## src/core/lcd_mac_defines.vh

```
// Behaviour
// Control two: 8-bit write-only, resets to zero
// Panel off grounds every LCD output
// Sleep write of 1 clears panel_on
// Sleep write of 1 clears amp_enable
// Amp enable 0 halts amps, outputs high-Z
// Software keeps amps off with external bias
// Advance 0: step after reads and writes
// Advance 1: step after writes only
// Axis 0: row first, column on overflow
// Axis 1: column first, row on overflow
// Priority axis wraps to zero, other steps
// Blink only with flash and panel on
// Cursor: 8-bit write-only, resets to zero
// Cursor gives data-port column and row
// Column limit depends on graphic duty
// Row limit depends on duty
// Axis 0 at row max: column increments
// Axis 1 at column max: row increments
// Software writes zero to reserved bits
// Select 0 loads index; index picks register
// Data port accesses memory; reads latched
// Duty code 00, 01, 1x: 1/32, 1/16, 1/8
// Character mode outputs five bits per byte
// Character mode: all columns valid
// Both axes at max: both wrap to zero
`ifndef LCD_MAC_DEFINES_VH
`define LCD_MAC_DEFINES_VH

// Index codes
`define IDX_CTRL_ONE 4'h0
`define IDX_CTRL_TWO 4'h1
`define IDX_CURSOR 4'h2
`define IDX_DATA_PORT 4'h4

// Reset values
`define RST_INDEX 4'h0
`define RST_CTRL_ONE 8'h00
`define RST_CTRL_TWO 8'h00
`define RST_CURSOR 8'h00

// Control one fields
`define C1_SLEEP_BIT 5
`define C1_GRAPHIC_BIT 2
`define C1_DUTY_HI 1
`define C1_DUTY_LO 0
`define C1_WRITE_MASK 8'h37

// Control two fields
`define C2_PANEL_BIT 6
`define C2_AMP_BIT 4
`define C2_ADVANCE_BIT 3
`define C2_AXIS_BIT 1
`define C2_FLASH_BIT 0
`define C2_WRITE_MASK 8'h5B

// Cursor fields
`define CUR_COL_HI 7
`define CUR_COL_LO 5
`define CUR_ROW_HI 4
`define CUR_ROW_LO 0

// Duty codes and limits
`define DUTY_32 2'h0
`define DUTY_16 2'h1
`define ROW_MAX_32 5'h1F
`define ROW_MAX_16 5'h0F
`define ROW_MAX_8 5'h07
`define COL_MAX_GFX_32 3'h4
`define COL_MAX_GFX_16 3'h6
`define COL_MAX_FULL 3'h7

// Character mode segment mask
`define CHAR_MASK 8'h1F

`endif

```

## src/core/lcd_memory_access_control.v

```verilog
`timescale 1ns/1ps
`default_nettype none
`include "lcd_mac_defines.vh"

module lcd_memory_access_control (
	// Clock and reset
	input wire sys_clk,
	input wire rst,
	// CPU register port
	input wire register_select_line,
	input wire cpu_wr,
	input wire cpu_rd,
	input wire [7:0] cpu_wdata,
	output reg [7:0] cpu_rdata,
	output reg cpu_rdata_valid,
	// Control state
	output reg panel_on,
	output reg amp_enable,
	output reg write_only_advance,
	output reg step_column_first,
	output reg flash_enable,
	output reg module_sleep,
	output reg graphic_mode_sel,
	output reg [1:0] duty_code,
	// Drive controls
	output reg flash_active,
	output reg lcd_outputs_grounded,
	output reg amp_outputs_hiz,
	// Cursor
	output reg [2:0] column_addr,
	output reg [4:0] row_addr,
	// Display scan port
	input wire [2:0] scan_column,
	input wire [4:0] scan_row,
	output reg [7:0] scan_data
);

////////////////////////////////////////////////////////////////////////////////
// Reset images

localparam [7:0] CTRL_ONE_INIT = `RST_CTRL_ONE;
localparam [7:0] CTRL_TWO_INIT = `RST_CTRL_TWO;
localparam [7:0] CURSOR_INIT = `RST_CURSOR;

////////////////////////////////////////////////////////////////////////////////
// Access decode

reg [3:0] index_pointer;
wire index_wr;
wire reg_wr;
wire reg_rd;
wire ctrl_one_wr;
wire ctrl_two_wr;
wire cursor_wr;
wire data_wr;
wire data_rd;
wire sleep_request;

assign index_wr = cpu_wr & ~register_select_line;
assign reg_wr = cpu_wr & register_select_line;
assign reg_rd = cpu_rd & register_select_line;
assign ctrl_one_wr = reg_wr & (index_pointer == `IDX_CTRL_ONE);
assign ctrl_two_wr = reg_wr & (index_pointer == `IDX_CTRL_TWO);
assign cursor_wr = reg_wr & (index_pointer == `IDX_CURSOR);
assign data_wr = reg_wr & (index_pointer == `IDX_DATA_PORT);
assign data_rd = reg_rd & (index_pointer == `IDX_DATA_PORT);
// A standing 1 in sleep clears nothing; only its write does
assign sleep_request = ctrl_one_wr & cpu_wdata[`C1_SLEEP_BIT];

////////////////////////////////////////////////////////////////////////////////
// Index pointer

always @(posedge sys_clk or posedge rst) begin
	if (rst) begin
		index_pointer <= `RST_INDEX;
	end else if (index_wr) begin
		index_pointer <= cpu_wdata[3:0];
	end
end

////////////////////////////////////////////////////////////////////////////////
// Control one fields used here

reg [7:0] next_ctrl_one;

always @* begin
	next_ctrl_one = cpu_wdata & `C1_WRITE_MASK;
end

always @(posedge sys_clk or posedge rst) begin
	if (rst) begin
		module_sleep <= CTRL_ONE_INIT[`C1_SLEEP_BIT];
	end else if (ctrl_one_wr) begin
		module_sleep <= next_ctrl_one[`C1_SLEEP_BIT];
	end
end

always @(posedge sys_clk or posedge rst) begin
	if (rst) begin
		graphic_mode_sel <= CTRL_ONE_INIT[`C1_GRAPHIC_BIT];
	end else if (ctrl_one_wr) begin
		graphic_mode_sel <= next_ctrl_one[`C1_GRAPHIC_BIT];
	end
end

always @(posedge sys_clk or posedge rst) begin
	if (rst) begin
		duty_code <= CTRL_ONE_INIT[`C1_DUTY_HI:`C1_DUTY_LO];
	end else if (ctrl_one_wr) begin
		duty_code <= next_ctrl_one[`C1_DUTY_HI:`C1_DUTY_LO];
	end
end

////////////////////////////////////////////////////////////////////////////////
// Control two

reg [7:0] wr_ctrl_two;
reg next_panel_on;
reg next_amp_enable;
reg next_write_only_advance;
reg next_step_column_first;
reg next_flash_enable;

always @* begin
	// Reserved bits never stored
	wr_ctrl_two = cpu_wdata & `C2_WRITE_MASK;
	next_panel_on = panel_on;
	next_amp_enable = amp_enable;
	next_write_only_advance = write_only_advance;
	next_step_column_first = step_column_first;
	next_flash_enable = flash_enable;
	if (ctrl_two_wr) begin
		next_panel_on = wr_ctrl_two[`C2_PANEL_BIT];
		next_amp_enable = wr_ctrl_two[`C2_AMP_BIT];
		next_write_only_advance = wr_ctrl_two[`C2_ADVANCE_BIT];
		next_step_column_first = wr_ctrl_two[`C2_AXIS_BIT];
		next_flash_enable = wr_ctrl_two[`C2_FLASH_BIT];
	end
	if (sleep_request) begin
		next_panel_on = 1'b0;
		next_amp_enable = 1'b0;
	end
end

////////////////////////////////////////////////////////////////////////////////
// Control two flops

always @(posedge sys_clk or posedge rst) begin
	if (rst) begin
		panel_on <= CTRL_TWO_INIT[`C2_PANEL_BIT];
	end else begin
		panel_on <= next_panel_on;
	end
end

always @(posedge sys_clk or posedge rst) begin
	if (rst) begin
		amp_enable <= CTRL_TWO_INIT[`C2_AMP_BIT];
	end else begin
		amp_enable <= next_amp_enable;
	end
end

always @(posedge sys_clk or posedge rst) begin
	if (rst) begin
		write_only_advance <= CTRL_TWO_INIT[`C2_ADVANCE_BIT];
	end else begin
		write_only_advance <= next_write_only_advance;
	end
end

always @(posedge sys_clk or posedge rst) begin
	if (rst) begin
		step_column_first <= CTRL_TWO_INIT[`C2_AXIS_BIT];
	end else begin
		step_column_first <= next_step_column_first;
	end
end

always @(posedge sys_clk or posedge rst) begin
	if (rst) begin
		flash_enable <= CTRL_TWO_INIT[`C2_FLASH_BIT];
	end else begin
		flash_enable <= next_flash_enable;
	end
end

////////////////////////////////////////////////////////////////////////////////
// Drive controls, registered from the next values

always @(posedge sys_clk or posedge rst) begin
	if (rst) begin
		lcd_outputs_grounded <= ~CTRL_TWO_INIT[`C2_PANEL_BIT];
	end else begin
		lcd_outputs_grounded <= ~next_panel_on;
	end
end

always @(posedge sys_clk or posedge rst) begin
	if (rst) begin
		amp_outputs_hiz <= ~CTRL_TWO_INIT[`C2_AMP_BIT];
	end else begin
		amp_outputs_hiz <= ~next_amp_enable;
	end
end

always @(posedge sys_clk or posedge rst) begin
	if (rst) begin
		flash_active <= 1'b0;
	end else begin
		flash_active <= next_flash_enable & next_panel_on;
	end
end

////////////////////////////////////////////////////////////////////////////////
// Cursor

wire [2:0] step_column;
wire [4:0] step_row;
wire advance;
reg [2:0] next_column_addr;
reg [4:0] next_row_addr;

// Reads step only outside write-only-advance mode
assign advance = data_wr | (data_rd & ~write_only_advance);

cursor_stepper stepper (
	.column(column_addr),
	.row(row_addr),
	.step_column_first(step_column_first),
	.graphic_mode(graphic_mode_sel),
	.duty_code(duty_code),
	.next_column(step_column),
	.next_row(step_row)
);

always @* begin
	next_column_addr = column_addr;
	if (cursor_wr) begin
		next_column_addr = cpu_wdata[`CUR_COL_HI:`CUR_COL_LO];
	end else if (advance) begin
		next_column_addr = step_column;
	end
end

always @* begin
	next_row_addr = row_addr;
	if (cursor_wr) begin
		next_row_addr = cpu_wdata[`CUR_ROW_HI:`CUR_ROW_LO];
	end else if (advance) begin
		next_row_addr = step_row;
	end
end

////////////////////////////////////////////////////////////////////////////////
// Cursor flops

always @(posedge sys_clk or posedge rst) begin
	if (rst) begin
		column_addr <= CURSOR_INIT[`CUR_COL_HI:`CUR_COL_LO];
	end else begin
		column_addr <= next_column_addr;
	end
end

always @(posedge sys_clk or posedge rst) begin
	if (rst) begin
		row_addr <= CURSOR_INIT[`CUR_ROW_HI:`CUR_ROW_LO];
	end else begin
		row_addr <= next_row_addr;
	end
end

////////////////////////////////////////////////////////////////////////////////
// Display memory

localparam MEM_DEPTH = 256;

reg [7:0] pixel_mem [0:MEM_DEPTH-1];
wire [7:0] cpu_mem_addr;
wire [7:0] scan_mem_addr;

assign cpu_mem_addr = {column_addr, row_addr};
assign scan_mem_addr = {scan_column, scan_row};

always @(posedge sys_clk) begin
	if (data_wr) begin
		pixel_mem[cpu_mem_addr] <= cpu_wdata;
	end
end

////////////////////////////////////////////////////////////////////////////////
// Read latch

always @(posedge sys_clk or posedge rst) begin
	if (rst) begin
		cpu_rdata_valid <= 1'b0;
	end else begin
		cpu_rdata_valid <= data_rd;
	end
end

// Holds the byte under the cursor before its step
always @(posedge sys_clk or posedge rst) begin
	if (rst) begin
		cpu_rdata <= 8'h00;
	end else if (data_rd) begin
		cpu_rdata <= pixel_mem[cpu_mem_addr];
	end
end

////////////////////////////////////////////////////////////////////////////////
// Scan output

localparam [7:0] CHAR_FIELD = `CHAR_MASK;

wire [7:0] scan_raw;
wire [7:0] scan_word;
genvar seg;

assign scan_raw = pixel_mem[scan_mem_addr];

// Upper bits drop out in character mode; all drop out with panel off
generate
	for (seg = 0; seg < 8; seg = seg + 1) begin : seg_gate
		wire keep_bit;
		assign keep_bit = graphic_mode_sel | CHAR_FIELD[seg];
		assign scan_word[seg] = panel_on & keep_bit & scan_raw[seg];
	end
endgenerate

////////////////////////////////////////////////////////////////////////////////
// Scan register

always @(posedge sys_clk or posedge rst) begin
	if (rst) begin
		scan_data <= 8'h00;
	end else begin
		scan_data <= scan_word;
	end
end

endmodule // lcd_memory_access_control
`default_nettype wire

```

## src/core/cursor_stepper.v

```verilog
`timescale 1ns/1ps
`default_nettype none
`include "lcd_mac_defines.vh"

module cursor_stepper (
	// Current cursor
	input wire [2:0] column,
	input wire [4:0] row,
	// Mode
	input wire step_column_first,
	input wire graphic_mode,
	input wire [1:0] duty_code,
	// Advanced cursor
	output reg [2:0] next_column,
	output reg [4:0] next_row
);

reg [2:0] col_max;
reg [4:0] row_max;
reg col_top;
reg row_top;

always @* begin
	case (duty_code)
	`DUTY_32: row_max = `ROW_MAX_32;
	`DUTY_16: row_max = `ROW_MAX_16;
	default: row_max = `ROW_MAX_8;
	endcase
	if (!graphic_mode) begin
		col_max = `COL_MAX_FULL;
	end else begin
		case (duty_code)
		`DUTY_32: col_max = `COL_MAX_GFX_32;
		`DUTY_16: col_max = `COL_MAX_GFX_16;
		default: col_max = `COL_MAX_FULL;
		endcase
	end
	col_top = (column == col_max);
	row_top = (row == row_max);
	next_column = column;
	next_row = row;
	if (step_column_first) begin
		if (col_top) begin
			next_column = 3'h0;
			next_row = row_top ? 5'h00 : row + 5'h01;
		end else begin
			next_column = column + 3'h1;
		end
	end else begin
		if (row_top) begin
			next_row = 5'h00;
			next_column = col_top ? 3'h0 : column + 3'h1;
		end else begin
			next_row = row + 5'h01;
		end
	end
end

endmodule // cursor_stepper
`default_nettype wire

```

## config.mk

```make
export PLATFORM = sky130hd
export DESIGN_NAME = lcd_memory_access_control
export DESIGN_NICKNAME = d
export VERILOG_FILES = /design/src/core/lcd_memory_access_control.v /design/src/core/cursor_stepper.v
export VERILOG_INCLUDE_DIRS = /design/src /design/src/core
export SDC_FILE = /design/constraint.sdc
export NUM_CORES = 2
export LEC_CHECK = 0
export BUFFER_PORTS_ARGS = -buffer_cell sky130_fd_sc_hd__clkbuf_2
export CORE_UTILIZATION = 45
export DETAILED_ROUTE_END_ITERATION = 16
export PLACE_DENSITY = 0.6
export SKIP_CTS_REPAIR_TIMING = 1
export SYNTH_ARGS = -nofsm -noshare
export SYNTH_HDL_FRONTEND = slang
export SYNTH_SLANG_ARGS = --single-unit
export TNS_END_PERCENT = 30
```

## constraint.sdc

```tcl
create_clock -name sys_clk -period 8.15 [get_ports sys_clk]
set_input_delay 1.63 -clock sys_clk [delete_from_list [all_inputs] [get_ports sys_clk]]
set_output_delay 1.63 -clock sys_clk [all_outputs]
set_load 0.01 [all_outputs]
```

Word-level counts from Yosys, hierarchy flattened
Memory sizes are Yosys's and may differ from the RTL's. A register that Yosys moved wholly into a read port is not among the register bits.
Cells that the tools add are included.

word-level totals
  logic and storage cells = 77
  memory bits (writable) = 2048
  output and inout port bits = 37
  memories kept = 1
  register bits = 33

operators by class
  reductions and logical operators = 6
  eq/ne operators = 7
  bitwise logic cells = 25
  mux-type cells = 20
  add/sub/neg operators = 2

memories
  name       words  width  read ports  clocked after memory_dff  wr ports  RTL line                         text
  pixel_mem  256    8      2           1                         1         lcd_memory_access_control.v:279  reg [7:0] pixel_mem [0:MEM_DEPTH-1];

operators by type and width
  cell                   number
  $mux W5                5
  $and A1 B1 Y1          20
  $mux W3                6
  $pmux W5 S2            1
  $mux W1                7
  $add A5 B1 Y5 const B  1
  $eq A5 B5 Y1           1
  $eq A4 B1 Y1 const B   1
  $eq A4 B2 Y1 const B   1
  $eq A4 B3 Y1 const B   1
  $logic_not A4 Y1       1
  $not A1 Y1             4
  $pmux W2 S2            1
  $reduce_and A2 Y1      2
  $add A3 B1 Y3 const B  1
  $eq A3 B3 Y1           1
  $ne A3 B1 Y1 const B   1
  $reduce_bool A3 Y1     1
  $eq A2 B1 Y1 const B   1
  $logic_not A2 Y1       1
  $reduce_bool A2 Y1     1
  $or A1 B1 Y1           1

Longest topological paths before layout
  word-level depth = 9
  gate-level depth with buffers = 12

By module
From an unflattened synthesis, not the netlist that was laid out.

second synthesis, totals
  cell total of the unflattened synthesis = 5105
  area total of the unflattened synthesis = 97503.5 um^2

modules (own cells, without submodules)
  module                     cells each  times used  sequential area each (um^2)  area each (um^2)
  lcd_memory_access_control  5067        1           62527.5                      97200.7
  cursor_stepper             38          1           0.0                          302.8

Least setup slack after synthesis
Ideal clock, no wire load.

  path type = input to register
  start = in scan_row[0]
  end = reg scan_data[6]
  buffers on the path = 3
  arrival time = 3.682 ns
  cell stages on the path = 9
  path slack = 4.336 ns
  cell sequence = buf_6 > buf_4 > buf_2 > mux4_2 > mux4_2 > nand2_1 > a21oi_1 > nor4_1 > o22ai_1

on the way
  longest elaborated chain between the ends = 2

ends and longest elaborated chain
  element               RTL line                         text
  from (decl)           lcd_memory_access_control.v:34   input wire [4:0] scan_row,
  $mem_v2 Z256 W8       n/a
  $and A1 B1 Y1         lcd_memory_access_control.v:328  assign scan_word[seg] = panel_on & keep_bit & scan_raw[seg];
  via scan_word[6]      lcd_memory_access_control.v:318  wire [7:0] scan_word;
  to (signal assigned)  lcd_memory_access_control.v:339  scan_data <= scan_word;
  to (decl)             lcd_memory_access_control.v:35   output reg [7:0] scan_data

The timed path passes the listed nets, and every way through them passes these cells.
A chain may end at the register's enable or synchronous reset.

==> results by group <==
Cells and area
  • # fillers: 17400
  • Fraction of layout cells with a size suffix above 1: 28.9%
  • Nets: 5185
  • Area Overhead vs Synth: 10.6%
  • Final core occ: 50.3%

Die
  • Chip Width: 468 um
  • Site Rows: 170
  • Die Ht: 468 um
  • Die area: 219000 um2
  • Io pins: 58
  • Initial core utilization: 45.5%
  • Core area: 215000 um2

Synthesis
  • Async S/R FF share, synth: 1.96%
  • Mapped cell area: 97900 um2
  • Main flop type after synthesis: edfxtp_1
  • Yosys reg bits: 2089
  • Number of synthesized flops with an enable pin: 2048
  • Cell variety after synth: 75
  • Top cell type's share of synthesized area: 62.8%
  • Mapped Avg Cell Area: 19.1 um2
  • Ys Warns: 0
  • Syn_nets: 5162
  • Synth area leaders: edfxtp_1 (63%), mux4_2 (23%), mux2i_1 (3.7%)
  • Leading area contributor after synthesis: edfxtp_1
  • Post-Synthesis Cells: 5136
  • Register area share after synthesis: 63.9%

Clocking
  • Clock-pin slew on the worst setup and hold paths: 60 ps
  • CTS Root Buffer Type: clkbuf_16
  • Clk sinks: 2089
  • Num CTS Buffers: 221
  • Clk buf depth: 3
  • Clk Latency, worst-skew pair: 890 ps
  • H-tree Lvls: 4
  • TritonCTS clock tree: built

STA
  • Slew Viols, Final: 9
  • Post-route worst setup slack: 3130 ps
  • Setup Total Neg Slack: 0 ps
  • Period utilization: 61.5%
  • Worst Max-Slew Pin Slew: 1500 ps
  • # setup viols final: 0
  • Hold violation count in the final report: 0
  • Fmax: 199 MHz
  • RSZ-0062 raised after global routing: false
  • Tmin final: 5020 ps
  • Clk_skew: 58.4 ps
  • Slew headroom: -0.504%

Critical path
  • Worst reg-to-reg path cell count: 8
  • Startpoint Class: flop
  • CP Class: reg2reg
  • Critical Path AT: 5720 ps
  • CP Capture Type: flop
  • WP data required: 8860 ps
  • Crit Path Max Fanout: 39

Run status
  • Failing checks: max-capacitance violations, max-slew violations
  • Status: finished, violations left

Routing
  • DR vias/cell: 7.21
  • # DRC: 0
  • Vias: 59000
  • Detailed-route wire length per cell: 43.5 um
  • Final wirelength: 356 mm
  • Post-DRT Antenna Nets: 0
  • First drt pass iteration count: 9
  • DRT iter0 DRCs: 9846

Global route
  • First-pass GRT wire length: 483 mm
  • GRT Overall Usage: 32.4%
  • Initial antenna violation count: 16
  • Largest net degree at the start of global routing: 192
  • Grt total ovfl: 0
  • Vias in the first global route: 56900

Worst hold path
  • Hold Path Depth: 1
  • Worst hold path class: reg2reg

Placement
  • Port-buffer cells: 57
  • Placer Congestion: 1.04
  • Pre-CTS setup slack: 2460 ps
  • Hpwl dp: 237 mm

Power and ir drop
  • Pwr/cell area: 295 nW/um2
  • LEAKAGE: 33.7 nW
  • Peak supply drop: 0.265 mV

Flow run
  • MaxCap Viol Count: 1
[per-stage QoR]
step | cell area [um2] | hold WS, ps | power, mW | cells
global route | 108000 | 532 | 32.3 | 8184
floorplan | 97900 | 497 | 17.7 | 5136
CTS | 108000 | 516 | 31.7 | 8183
global placement | 101000 | 491 | 21.9 | 7774
detailed placement | 101000 | 502 | 21.9 | 7774
finish | 108000 | 513 | 32.0 | 8192
[layout make-up]
class | instances | area (um2) | share of cell area (%)
flip-flops and latches | 2089 | 62600 | 57.8
multi-input cells | 2627 | 33200 | 30.7
clock buffers | 266 | 5720 | 5.29
well taps | 2838 | 3550 | 3.28
repair buffers | 203 | 1790 | 1.66
clock inverters | 143 | 1320 | 1.22
inverters | 17 | 76.3 | 0.0705
diodes | 9 | 22.5 | 0.0208
[path summary, 6_finish.rpt]
path / start / to / slack [ps]
worst min-delay path: module_sleep$_DFFE_PP0N_ / module_sleep$_DFFE_PP0N_ / 510
worst min register to register: module_sleep$_DFFE_PP0N_ / module_sleep$_DFFE_PP0N_ / 510
worst max register to register: row_addr[0]$_DFFE_PP0P_ / cpu_rdata[7]$_DFFE_PP0N_ / 3130
worst max-delay path: row_addr[0]$_DFFE_PP0P_ / cpu_rdata[7]$_DFFE_PP0N_ / 3130
min in group asynchronous: rst / amp_enable$_DFF_PP0_ / 910
max in group asynchronous: rst / row_addr[2]$_DFFE_PP0P_ / 6620
[worst max-delay path, stage by stage, from the launching register on]
cell,delay [ps]
dfrtp_4,760
buf_4,480
buf_4,730
mux4_2,680
mux2i_1,390
o22ai_1,160
or3_1,400
nor4_1,1020
o22ai_1,150
[where the power goes]
part           internal, mW  switching, mW  total [mW]
sequential             11.9          0.364        12.2
clock                  5.54           4.39        9.94
combinational          3.47           6.31        9.77
[per-layer routing]
layer	track usage, %	wire (um)	part of all wire, %
met2	47.7	157000	44
met1	43.6	131000	37
met3	8.78	42200	12
met4	18.6	24800	7.0
met5	0.130	183	0.051
[cells in the mapped netlist (8+ instances only)]
cell / count
nor2b_1: 17
buf_2: 122
nor3_1: 32
buf_6: 45
o221ai_1: 124
a22oi_1: 89
nand2_1: 167
edfxtp_1: 2048
nor2_1: 313
mux2i_1: 357
clkbuf_1: 157
o21ai_0: 70
inv_1: 12
a22o_1: 8
buf_1: 25
and3_1: 8
buf_4: 52
nor4_1: 11
o31ai_1: 9
mux2_2: 14
nand3_1: 53
a31oi_1: 16
dfrtp_1: 39
mux4_2: 980
a21oi_1: 107
nand4_1: 17
o211ai_1: 8
o32ai_1: 18
a211oi_1: 14
o22ai_1: 84
[sequential cells by signal (all words and copies together), names as in the netlist, 2 cells and up]
signal / cells
column_addr: 3
cpu_rdata: 8
duty_code: 2
index_pointer: 4
pixel_mem: 2048
row_addr: 5
scan_data: 8
[logic make-up after synthesis]
kind of cell / share of synthesized area, %
flops: 63.9
mux: 26.4
simple gates: 3.06
compound gates: 4.27
buf+inv: 2.33
fa+ha+maj: 0.0639
xor+xnor: 0.0179
[layout by cell type (no fill, tap or decap), drive strengths merged, types with 9 or more instances in the layout]
master | synthesis | final
buf | 246 | 150
o31ai | 9 | 9
nand4 | 17 | 17
nor2b | 17 | 17
dfrtp | 39 | 39
nor3 | 32 | 32
a211oi | 14 | 14
nor4 | 12 | 12
o21ai | 70 | 70
o221ai | 124 | 124
a21oi | 107 | 107
mux4 | 980 | 980
clkbuf | 157 | 319
o32ai | 18 | 18
a22oi | 89 | 89
edfxtp | 2048 | 2048
mux2i | 357 | 357
a31oi | 16 | 16
nand3 | 53 | 53
nand2 | 167 | 167
nor2 | 313 | 313
inv | 15 | 21
mux2 | 14 | 14
bufinv | 0 | 17
clkinv | 2 | 112
diode | 0 | 9
o22ai | 84 | 84
clkinvlp | 0 | 10
(Power assumes the default switching activity.)
